<file path="config.mk">
export PLATFORM = sky130hd
export DESIGN_NAME = rcsr_top
export DESIGN_NICKNAME = d
export VERILOG_FILES = /design/src/pkg/rcsr_pkg.sv /design/src/hdl/rcsr_top.sv
export SDC_FILE = /design/constraint.sdc
export NUM_CORES = 1
export LEC_CHECK = 0
export ABC_AREA = 0
export BUFFER_PORTS_ARGS = -buffer_cell sky130_fd_sc_hd__clkbuf_2
export CORE_MARGIN = 1.5
export CORE_UTILIZATION = 44
export DETAILED_ROUTE_END_ITERATION = 12
export GPL_TIMING_DRIVEN = 0
export PLACE_DENSITY = 0.88
export SYNTH_ARGS = -nofsm -noshare
export SYNTH_HDL_FRONTEND = slang
export SYNTH_SLANG_ARGS = --single-unit
</file>
<file path="constraint.sdc">
create_clock -name hclk -period 2 [get_ports hclk]
set_input_delay 0.2 -clock hclk [delete_from_list [all_inputs] [get_ports hclk]]
set_output_delay 0.2 -clock hclk [all_outputs]
set_load 0.05 [all_outputs]
</file>
<file path="src/pkg/rcsr_pkg.sv">
// package for the reset cause and slow rc oscillator control/status block
// assumes a single ahb-lite slave on a 200 MHz hclk
package rcsr_pkg;

  // ----------------------------------------------------------------------
  // register map
  // ----------------------------------------------------------------------
  localparam logic [7:0] OFS_CSR = 8'h24;
  localparam logic [7:0] OFS_IRQ_STATUS = 8'h28;
  localparam logic [7:0] OFS_IRQ_MASK = 8'h2C;
  localparam logic [31:0] CSR_RESET = 32'h0C00_0000;

  // ----------------------------------------------------------------------
  // field positions
  // ----------------------------------------------------------------------
  localparam int BIT_LPWR = 31;
  localparam int BIT_WWDG = 30;
  localparam int BIT_IWDG = 29;
  localparam int BIT_SOFT = 28;
  localparam int BIT_POR = 27;
  localparam int BIT_PIN = 26;
  localparam int BIT_REMOVE = 24;
  localparam int BIT_RDY = 1;
  localparam int BIT_EN = 0;
  localparam int FLAG_LSB = 26;
  localparam int NUM_FLAGS = 6;

  // interrupt status bits: ready rose, ready fell
  localparam int IRQ_RDY_RISE = 0;
  localparam int IRQ_RDY_FALL = 1;
  localparam int NUM_IRQ = 2;

  // ----------------------------------------------------------------------
  // timing
  // ----------------------------------------------------------------------
  localparam int WAIT_STATES = 3;
  localparam int RC_OFF_CYCLES = 3;
  localparam int RC_START_CYCLES = 4;

  // reset causes, one bit per source in register order 31..26
  typedef struct packed {
    logic low_power;
    logic window_wd;
    logic indep_wd;
    logic software;
    logic power_on_down;
    logic ext_pin;
  } rcsr_cause_type;

  typedef enum logic [1:0] {
    RCSR_IDLE = 2'b00,
    RCSR_WAIT = 2'b01,
    RCSR_DATA = 2'b11
  } rcsr_bus_state_type;

endpackage

</file>
<file path="src/hdl/rcsr_top.sv">
// reset cause flags and slow rc oscillator control/status register
// assumes hclk 200 MHz, power reset and system reset both async low,
// and a slow rc clock arriving as a plain pin input sampled here
`timescale 1ns/1ps
`default_nettype none

// Operation
// - register at 0x24, reset 0x0C000000; system reset spares cause flags
// - byte, half and word accesses; up to 3 wait states back to back
// - low-power reset sets bit 31
// - window watchdog reset sets bit 30
// - independent watchdog reset sets bit 29
// - software reset sets bit 28
// - power-on/down reset sets bit 27
// - external pin reset sets bit 26
// - writing 1 to bit 24 clears all six flags; 0 does nothing
// - bit 25 and bits 23:2 read zero
// - bit 0 switches the slow rc oscillator on and off
// - bit 1 shows oscillator ready, hardware driven, read only
// - ready drops after 3 slow clock cycles once enable clears
module rcsr_top #(
  parameter int START_CYCLES = rcsr_pkg::RC_START_CYCLES
) (
  // clock and resets
  input wire logic hclk,
  input wire logic hresetn,
  input wire logic power_resetn,
  // ahb-lite slave
  input wire logic hsel,
  input wire logic [31:0] haddr,
  input wire logic [1:0] htrans,
  input wire logic hwrite,
  input wire logic [2:0] hsize,
  input wire logic [31:0] hwdata,
  input wire logic hready,
  output logic hreadyout,
  output logic hresp,
  output logic [31:0] hrdata,
  // reset cause pulses, one hclk wide, from the reset controller
  input wire rcsr_pkg::rcsr_cause_type cause_event,
  // slow rc oscillator
  input wire logic slow_rc_clk_pin,
  output logic slow_rc_enable,
  // interrupt
  output logic irq
);

  // ----------------------------------------------------------------------
  // bus front end
  // ----------------------------------------------------------------------
  rcsr_pkg::rcsr_bus_state_type state;
  logic [7:0] addr;
  logic wr;
  logic [2:0] size;
  logic [1:0] wait_cnt;
  logic recent;
  logic take;
  logic commit;
  logic successive;
  logic [7:0] word_addr;
  logic [7:0] rd_addr;
  logic csr_wr;
  logic status_wr;
  logic mask_wr;
  logic [31:0] lane_mask;
  logic [31:0] wmask;
  logic [31:0] rd_val;

  rcsr_pkg::rcsr_cause_type flags;
  logic slow_rc_ready;
  logic [rcsr_pkg::NUM_IRQ-1:0] irq_status;
  logic [rcsr_pkg::NUM_IRQ-1:0] irq_mask;

  assign take = hsel && hready && htrans[1] && (state != rcsr_pkg::RCSR_WAIT);
  assign commit = (state == rcsr_pkg::RCSR_DATA);
  assign hreadyout = (state != rcsr_pkg::RCSR_WAIT);
  assign hresp = 1'b0;
  // overlapping a data phase, or directly following one, both count as successive
  assign successive = commit || recent;
  // registers are whole words; byte and half accesses decode to their word
  assign word_addr = {addr[7:2], 2'b00};
  // reads decode the address phase itself, so a zero-wait data phase has its data
  assign rd_addr = take ? {haddr[7:2], 2'b00} : word_addr;

  // address phase fields, held through the data phase
  always_ff @(posedge hclk or negedge hresetn) begin
    if (!hresetn) begin
      addr <= 8'h00;
      wr <= 1'b0;
      size <= 3'h0;
    end else if (take) begin
      addr <= haddr[7:0];
      wr <= hwrite;
      size <= hsize;
    end
  end

  // successive accesses pay the full wait budget, isolated ones none
  always_ff @(posedge hclk or negedge hresetn) begin
    if (!hresetn) begin
      state <= rcsr_pkg::RCSR_IDLE;
    end else begin
      case (state)
        rcsr_pkg::RCSR_IDLE, rcsr_pkg::RCSR_DATA: begin
          if (take && successive) begin
            state <= rcsr_pkg::RCSR_WAIT;
          end else if (take) begin
            state <= rcsr_pkg::RCSR_DATA;
          end else begin
            state <= rcsr_pkg::RCSR_IDLE;
          end
        end
        rcsr_pkg::RCSR_WAIT: begin
          if (wait_cnt == 2'h0) begin
            state <= rcsr_pkg::RCSR_DATA;
          end
        end
        default: state <= rcsr_pkg::RCSR_IDLE;
      endcase
    end
  end

  // wait states left; loaded when a successive access is taken
  always_ff @(posedge hclk or negedge hresetn) begin
    if (!hresetn) begin
      wait_cnt <= 2'h0;
    end else if (take && successive) begin
      wait_cnt <= 2'(rcsr_pkg::WAIT_STATES - 1);
    end else if (state == rcsr_pkg::RCSR_WAIT && wait_cnt != 2'h0) begin
      wait_cnt <= wait_cnt - 2'h1;
    end
  end

  // an access counts as successive if one completed in the previous cycle
  always_ff @(posedge hclk or negedge hresetn) begin
    if (!hresetn) begin
      recent <= 1'b0;
    end else begin
      recent <= commit;
    end
  end

  // byte lanes from size and low address bits
  always_comb begin
    lane_mask = 32'h0000_0000;
    case (size)
      3'h0: lane_mask = 32'h0000_00FF << {addr[1:0], 3'h0};
      3'h1: lane_mask = addr[1] ? 32'hFFFF_0000 : 32'h0000_FFFF;
      default: lane_mask = 32'hFFFF_FFFF;
    endcase
    wmask = (commit && wr) ? (lane_mask & hwdata) : 32'h0000_0000;
  end

  // one strobe per register, true in the cycle that ends a write data phase
  assign csr_wr = commit && wr && (word_addr == rcsr_pkg::OFS_CSR);
  assign status_wr = commit && wr && (word_addr == rcsr_pkg::OFS_IRQ_STATUS);
  assign mask_wr = commit && wr && (word_addr == rcsr_pkg::OFS_IRQ_MASK);

  // ----------------------------------------------------------------------
  // reset cause flags
  // ----------------------------------------------------------------------
  logic do_remove;
  assign do_remove = csr_wr && wmask[rcsr_pkg::BIT_REMOVE];

  // only the power reset resets these, to the power-on/down and pin flags, so a system reset keeps them
  always_ff @(posedge hclk or negedge power_resetn) begin
    if (!power_resetn) begin
      flags <= rcsr_pkg::rcsr_cause_type'(rcsr_pkg::CSR_RESET[31:rcsr_pkg::FLAG_LSB]);
    end else begin
      // a new cause in the clearing cycle still sets its flag
      flags <= (do_remove ? '0 : flags) | cause_event;
    end
  end

  // ----------------------------------------------------------------------
  // slow rc oscillator enable and ready
  // ----------------------------------------------------------------------
  always_ff @(posedge hclk or negedge hresetn) begin
    if (!hresetn) begin
      slow_rc_enable <= rcsr_pkg::CSR_RESET[rcsr_pkg::BIT_EN];
    end else if (csr_wr && lane_mask[rcsr_pkg::BIT_EN]) begin
      slow_rc_enable <= hwdata[rcsr_pkg::BIT_EN];
    end
  end

  // three-stage sampler; edges counted when stages two and three agree
  logic [2:0] rc_sync;
  logic rc_level;
  logic rc_edge;
  always_ff @(posedge hclk or negedge hresetn) begin
    if (!hresetn) begin
      rc_sync <= 3'h0;
    end else begin
      rc_sync <= {rc_sync[1:0], slow_rc_clk_pin};
    end
  end

  // settled level starts at the pin's idle low, so leaving reset makes no false edge
  always_ff @(posedge hclk or negedge hresetn) begin
    if (!hresetn) begin
      rc_level <= 1'b0;
    end else if (rc_sync[2] == rc_sync[1]) begin
      rc_level <= rc_sync[2];
    end
  end
  assign rc_edge = (rc_sync[2] == rc_sync[1]) && rc_sync[2] && !rc_level;

  // ready rises after a few stable slow edges, falls 3 slow edges after off
  logic [2:0] rc_cnt;
  logic rc_settling;
  logic rc_start_done;
  logic rc_stop_done;
  // the counter runs only while enable and ready disagree; a stopped slow clock stalls it
  assign rc_settling = (slow_rc_enable != slow_rc_ready);
  assign rc_start_done = rc_settling && rc_edge && slow_rc_enable && (rc_cnt == 3'(START_CYCLES - 1));
  assign rc_stop_done = rc_settling && rc_edge && !slow_rc_enable && (rc_cnt == 3'(rcsr_pkg::RC_OFF_CYCLES - 1));

  always_ff @(posedge hclk or negedge hresetn) begin
    if (!hresetn) begin
      rc_cnt <= 3'h0;
    end else if (!rc_settling || rc_start_done || rc_stop_done) begin
      rc_cnt <= 3'h0;
    end else if (rc_edge) begin
      rc_cnt <= rc_cnt + 3'h1;
    end
  end

  always_ff @(posedge hclk or negedge hresetn) begin
    if (!hresetn) begin
      slow_rc_ready <= rcsr_pkg::CSR_RESET[rcsr_pkg::BIT_RDY];
    end else if (rc_start_done) begin
      slow_rc_ready <= 1'b1;
    end else if (rc_stop_done) begin
      slow_rc_ready <= 1'b0;
    end
  end

  // ----------------------------------------------------------------------
  // interrupts on ready transitions
  // ----------------------------------------------------------------------
  logic rdy_q;
  logic [rcsr_pkg::NUM_IRQ-1:0] irq_set;
  logic [rcsr_pkg::NUM_IRQ-1:0] irq_clr;
  assign irq_set = {rdy_q & ~slow_rc_ready, slow_rc_ready & ~rdy_q};
  assign irq_clr = status_wr ? wmask[rcsr_pkg::NUM_IRQ-1:0] : '0;

  // ready is low after reset, so the delayed copy starts low too
  always_ff @(posedge hclk or negedge hresetn) begin
    if (!hresetn) begin
      rdy_q <= 1'b0;
    end else begin
      rdy_q <= slow_rc_ready;
    end
  end

  // a new event in the clearing cycle wins over the write of one
  always_ff @(posedge hclk or negedge hresetn) begin
    if (!hresetn) begin
      irq_status <= '0;
    end else begin
      irq_status <= (irq_status & ~irq_clr) | irq_set;
    end
  end

  always_ff @(posedge hclk or negedge hresetn) begin
    if (!hresetn) begin
      irq_mask <= '0;
    end else if (mask_wr && lane_mask[0]) begin
      irq_mask <= hwdata[rcsr_pkg::NUM_IRQ-1:0];
    end
  end
  assign irq = |(irq_status & irq_mask);

  // ----------------------------------------------------------------------
  // read data
  // ----------------------------------------------------------------------
  always_comb begin
    rd_val = 32'h0000_0000; // reserved bits and unmapped offsets read zero
    case (rd_addr)
      rcsr_pkg::OFS_CSR: begin
        rd_val[31:rcsr_pkg::FLAG_LSB] = flags;
        rd_val[rcsr_pkg::BIT_RDY] = slow_rc_ready;
        rd_val[rcsr_pkg::BIT_EN] = slow_rc_enable;
      end
      rcsr_pkg::OFS_IRQ_STATUS: rd_val[rcsr_pkg::NUM_IRQ-1:0] = irq_status;
      rcsr_pkg::OFS_IRQ_MASK: rd_val[rcsr_pkg::NUM_IRQ-1:0] = irq_mask;
      default: rd_val = 32'h0000_0000;
    endcase
  end

  // registered read data, loaded in the cycle before the data phase ends
  always_ff @(posedge hclk or negedge hresetn) begin
    if (!hresetn) begin
      hrdata <= 32'h0000_0000;
    end else begin
      hrdata <= rd_val;
    end
  end

endmodule // rcsr_top

`default_nettype wire

</file>
# Yosys cells after proc, flatten, opt, wreduce, memory -nomap -nowiden
# Cells that the tools add are included.
word_totals:
  rom_bits: 0
  n_memories: 0
  word_cells: 101
  out_inout_bits: 36
  input_bits: 82
  latchBits: 0
  ram_bits: 0
  ff_bits: 45
op_classes:
  n_eq_ne: 15
  bitwise: 10
  n_reduce_logical: 34
  n_lt_le_gt_ge: 0
  shift: 1
  n_div: 0
  mul: 0
  n_mux: 18
  n_addsub: 2
ops:
  columns: ["op", "count"]
  rows:
  - ["$mux W25", 2]
  - ["$pmux W25 S2", 1]
  - ["$and A25 B25 Y25", 1]
  - ["$shl A8 B5 Y25 const A", 1]
  - ["$eq A8 B6 Y1 const B", 3]
  - ["$logic_and A1 B1 Y1", 19]
  - ["$eq A6 B4 Y1 const B", 3]
  - ["$mux W2", 6]
  - ["$mux W6", 2]
  - ["$mux W8", 1]
  - ["$reduce_bool A2 Y1", 4]
  - ["$eq A3 B2 Y1 const B", 2]
  - ["$mux W3", 2]
  - ["$or A6 B6 Y6", 1]
  - ["$pmux W2 S3", 1]
  - ["$and A2 B2 Y2", 2]
  - ["$logic_not A2 Y1", 2]
  - ["$pmux W2 S2", 1]
  - ["$reduce_or A2 Y1", 2]
  - ["$add A3 B1 Y3 const B", 1]
  - ["$eq A3 B1 Y1 const B", 1]
  - ["$logic_not A1 Y1", 3]
  - ["$logic_not A3 Y1", 1]
  - ["$logic_or A1 B1 Y1", 3]
  - ["other kinds (12)", 15]

# Longest topological paths before layout
logic_depth:
  depth_word: 9
  depth_mapped: 6
  mapped_depth_nobuf: 6

# Worst setup path before layout
# No wires, ideal clock.
synth_path:
  kind: "register -> register"
  start: "register state[0]"
  end: "register hrdata[1]"
  setup_ns: 0.126
  t_required_ns: 1.874
  setup_slack_ns: 0.339
  synth_period_minus_slack_ns: 1.661
  stages_incl_launch_ff: 6
  t_arrival_ns: 1.535
  n_path_buf: 0
  cell_sequence: "dfrtp_1 > ha_1 > and4b_1 > mux2_4 > mux2i_1 > o22ai_1"
synth_between:
  elab_chain_cells: 5
  elab_cells_between_ends: 7
  classes_between: "4 x eq/ne; 2 x mux; 1 x reduce/logical"
synth_lines:
  columns: ["item", "line", "text"]
  rows:
  - ["start: declaration", "rcsr_top.sv:51", "rcsr_pkg::rcsr_bus_state_type state;"]
  - ["start signal: assignment", "rcsr_top.sv:101", "state <= rcsr_pkg::RCSR_IDLE;"]
  - ["start signal: assignment", "rcsr_top.sv:106", "state <= rcsr_pkg::RCSR_WAIT;"]
  - ["start signal: assignment", "rcsr_top.sv:108", "state <= rcsr_pkg::RCSR_DATA;"]
  - ["$ne A2 B1 Y1 *", "rcsr_top.sv:74", "assign take = hsel && hready && htrans[1] && (state != rcsr_pkg::RCSR_WAIT);"]
  - ["$logic_and A1 B1 Y1 *", "rcsr_top.sv:74", null]
  - ["$mux W8 *", "rcsr_top.sv:83", "assign rd_addr = take ? {haddr[7:2], 2'b00} : word_addr;"]
  - ["$eq A8 B6 Y1", "rcsr_top.sv:279", "case (rd_addr)"]
  - ["$pmux W2 S3 *", "rcsr_top.sv:279", null]
  - ["named net rd_val[1]", "rcsr_top.sv:67", "logic [31:0] rd_val;"]
  - ["end signal: assignment", "rcsr_top.sv:296", "hrdata <= rd_val;"]
  - ["end: declaration", "rcsr_top.sv:38", "output logic [31:0] hrdata,"]
# The timed path passes the listed nets; every way through them passes the cells marked *.
# A chain may end at the register's enable or synchronous reset.

# Final worst setup path
layout_path:
  start: "register state[1]"
  end: "register hrdata[0]"
# Same word-level chain as after synthesis.

==> metrics <==
htree depth=2; vias in the first global route=1483; nets@finish=362; Worst-Skew Late Latency=0.29 ns; Crit Path Max Fanout=6; post-synthesis sequential element count=45; area added between synthesis and finish=23.31%; Most used DFF post-synth=dfrtp_1; post-layout util=0.5648; Seq pwr share=0.468; status=finished, final reports clean; cts hold-fix bufs=1; Final Setup Violations=0; largest net degree at the start of global routing=40; Clock Sinks=45; Sw Ratio=0.3091; Hold Fails Final Rpt=0; Initial Utilization=0.4580; clock power share=0.301; CP Launch Type=register; fin crit share=0.9299; Leak=1.383 nW; worst-path cell chain=inv_1 > ha_1 > and4b_1 > mux2_4 > mux2i_1 > o22ai_1; Netlist Area Pre-Place=2163 sq um; sum of negative setup slack=0 ns; number of port buffers=38; Core ar.=4723 sq um; Max Clk Rate=537.7 MHz; worst-path cell with the longest stage delay=dfrtp_1; PwrDens=876.7 nW/um^2; Rel. slew slack=0.3794; Worst-path clk slew=0.08 ns; CP Data Arrival Time=2.03 ns; initial antenna violation count=0; number of synthesized flops with an enable pin=0; GRT overflow=0; Synth async-reset ratio=1.000; Yosys cell types=36; Clock Skew=0.007568 ns; Final GP Congestion=0.7871; drt total wl=3.788 mm; Least-Margin Pin Slew=0.9309 ns; Worst path max stage delay=0.42 ns; die width=73.12 microns; maximum vdd drop=501.1 uV; Psw=722.8 uW; Pre-antenna DRT Iters=5; post-CTS resize count=0; Slew Viols, Final=0; Avg WL per Cell=11.14 microns; GRT Overall Usage=0.1567; height of the die=73.12 microns; sequential area share after synthesis=0.5217; RSZ-0062 raised after global routing=false; synthesis warning total=0; Crit. End Element=register; Rows=25; Max clock buf depth=2; Detail Placement HPWL=2.954 mm; die area=5347 sq um; io pins=118; CTS root buf=clkbuf_8; WS Path Type=reg2reg; remaining antenna violation count=0; Num CTS Buffers=5; first-pass GRT wire length=6.354 mm; Final min period=1.860 ns; Post CTS Setup Buffer Count=0; vias per inst=4.456; max cap viols=0; vias=1515; Initial DRC Count=61; Gate power share=0.231; # DRC=0; CTS tree=built; final hold slack=0.02770 ns; Post-Syn Instances=201; Critical Path RT=2.17 ns; share of layout cells above drive strength 1=0.3040; HP Class=in2async; Int Pwr=1.616 mW; n_diodes=0; mean area per synthesized cell=10.76 sq um
-- path summary, 6_finish.rpt --
check | endpoint | from | slack [ns] | cells past startpoint
max in group asynchronous | addr[2]$_DFFE_PN0N_ | hresetn | 1.38 | 1
min in group hclk | flags[5]$_DFF_PN0_ | cause_event[5] | 0.08 | 2
setup reg to reg | hrdata[0]$_DFF_PN0_ | state[1]$_DFFE_PN0N_ | 0.14 | 6
hold reg to reg | rc_sync[1]$_DFF_PN0_ | rc_sync[0]$_DFF_PN0_ | 0.36 | 0
hold / removal | state[1]$_DFFE_PN0N_ | hresetn | 0.03 | 1
setup / recovery | hrdata[0]$_DFF_PN0_ | state[1]$_DFFE_PN0N_ | 0.14 | 6
-- sequential cells by signal (all words and copies together) (netlist names), 2 cells and up --
| name | flops |
|---|---|
| addr | 8 |
| hrdata | 8 |
| flags | 6 |
| rc_cnt | 3 |
| rc_sync | 3 |
| size | 3 |
| irq_mask | 2 |
| irq_status | 2 |
| state | 2 |
| wait_cnt | 2 |
-- stage by stage --
stage | instances | total power, mW | area [sq um] | setup WS, ns
after floorplan | 225 | 1.524 | 2253 | 0.3392
after global placement | 330 | 1.627 | 2527 | 0.2210
after detailed placement | 330 | 1.650 | 2527 | 0.1543
after CTS | 339 | 2.360 | 2658 | 0.1296
after global routing | 340 | 2.474 | 2668 | 0.01999
final | 340 | 2.339 | 2668 | 0.1401
-- critical path: cells and delay by family (launching register included) --
family	cells	cell delay, ns
buffers and inverters	1	0.06
AOI/OAI and AO/OA	1	0.11
adders and majority gates	1	0.24
muxes	2	0.53
and+or+nand+nor	1	0.38
DFF	1	0.42
-- final cells by class --
type | instances | area, sq um
buffer | 27 | 195.2
clock buffer | 6 | 82.58
clock inverter | 2 | 37.54
fill | 420 | 2056
inverter | 9 | 33.78
multi-input combinational | 144 | 895.9
sequential | 45 | 1129
tap | 67 | 83.83
timing repair buffer | 40 | 210.2
-- routing by layer --
metal  routed length, microns  global-route usage  vias up  share of wire
li1                         -                   -      759              -
met1                     1573              0.1745      699           0.42
met2                     1899              0.2808       51           0.50
met3                      275             0.05525        6          0.073
met4                       38             0.04403        0          0.010
met5                        0                   0        -              0
-- Yosys cell counts (2+ instances only) --
cell	instances	area share
nor2_1	6	0.010
mux2_1	2	0.010
buf_4	25	0.087
ha_1	8	0.046
mux2i_1	2	0.0093
o21ai_1	2	0.0046
nand2b_1	3	0.0087
o21ai_0	7	0.016
inv_1	9	0.016
o22ai_1	4	0.012
a21o_1	7	0.024
clkbuf_1	2	0.0035
and2_1	6	0.017
a21oi_1	3	0.0069
mux2_2	2	0.010
nand3_1	2	0.0046
nor2b_1	6	0.017
nand2_1	42	0.073
dfstp_2	2	0.024
mux2_4	3	0.021
dfrtp_1	43	0.50
-- power by group through the flow --
stage | Combinational, mW | Sequential, mW | Clock, mW
floorplan | 0.382 | 1.14 | 0
global placement | 0.521 | 1.11 | 0
detailed placement | 0.537 | 1.11 | 0
CTS | 0.541 | 1.09 | 0.724
global route | 0.598 | 1.11 | 0.765
finish | 0.539 | 1.10 | 0.704
-- cells in the final DEF, fill, tap and decap left out, drive strengths merged --
cell / synthesis / final
nand4: 2 / 2
inv: 9 / 9
nand4b: 2 / 2
a21o: 7 / 7
o31ai: 1 / 1
dlygate4sd3: 0 / 2
nand2b: 3 / 3
dfstp: 2 / 2
mux2: 7 / 7
buf: 25 / 25
nand3b: 1 / 1
clkbuf: 2 / 46
nor2: 6 / 6
and4b: 1 / 1
o22ai: 4 / 4
bufinv: 0 / 1
nor2b: 6 / 6
mux2i: 2 / 2
xnor2: 1 / 1
a22oi: 1 / 1
conb: 1 / 25
a21oi: 3 / 3
and2: 6 / 6
ha: 8 / 8
and3: 1 / 1
clkinvlp: 0 / 1
dfrtp: 43 / 43
o21ai: 9 / 9
nand2: 42 / 42
a22o: 1 / 1
nor4b: 2 / 2
a221o: 1 / 1
nand3: 2 / 2
-- kinds of logic after synthesis --
group	Yosys count	synth area share
compound gates	27	0.07923
xor+xnor	1	0.004049
fa+ha+maj	8	0.04627
buf+inv	36	0.1058
flops	45	0.5217
mux	9	0.05089
other cells	1	0.001733
simple gates	74	0.1903
(Power assumes the default switching activity.)
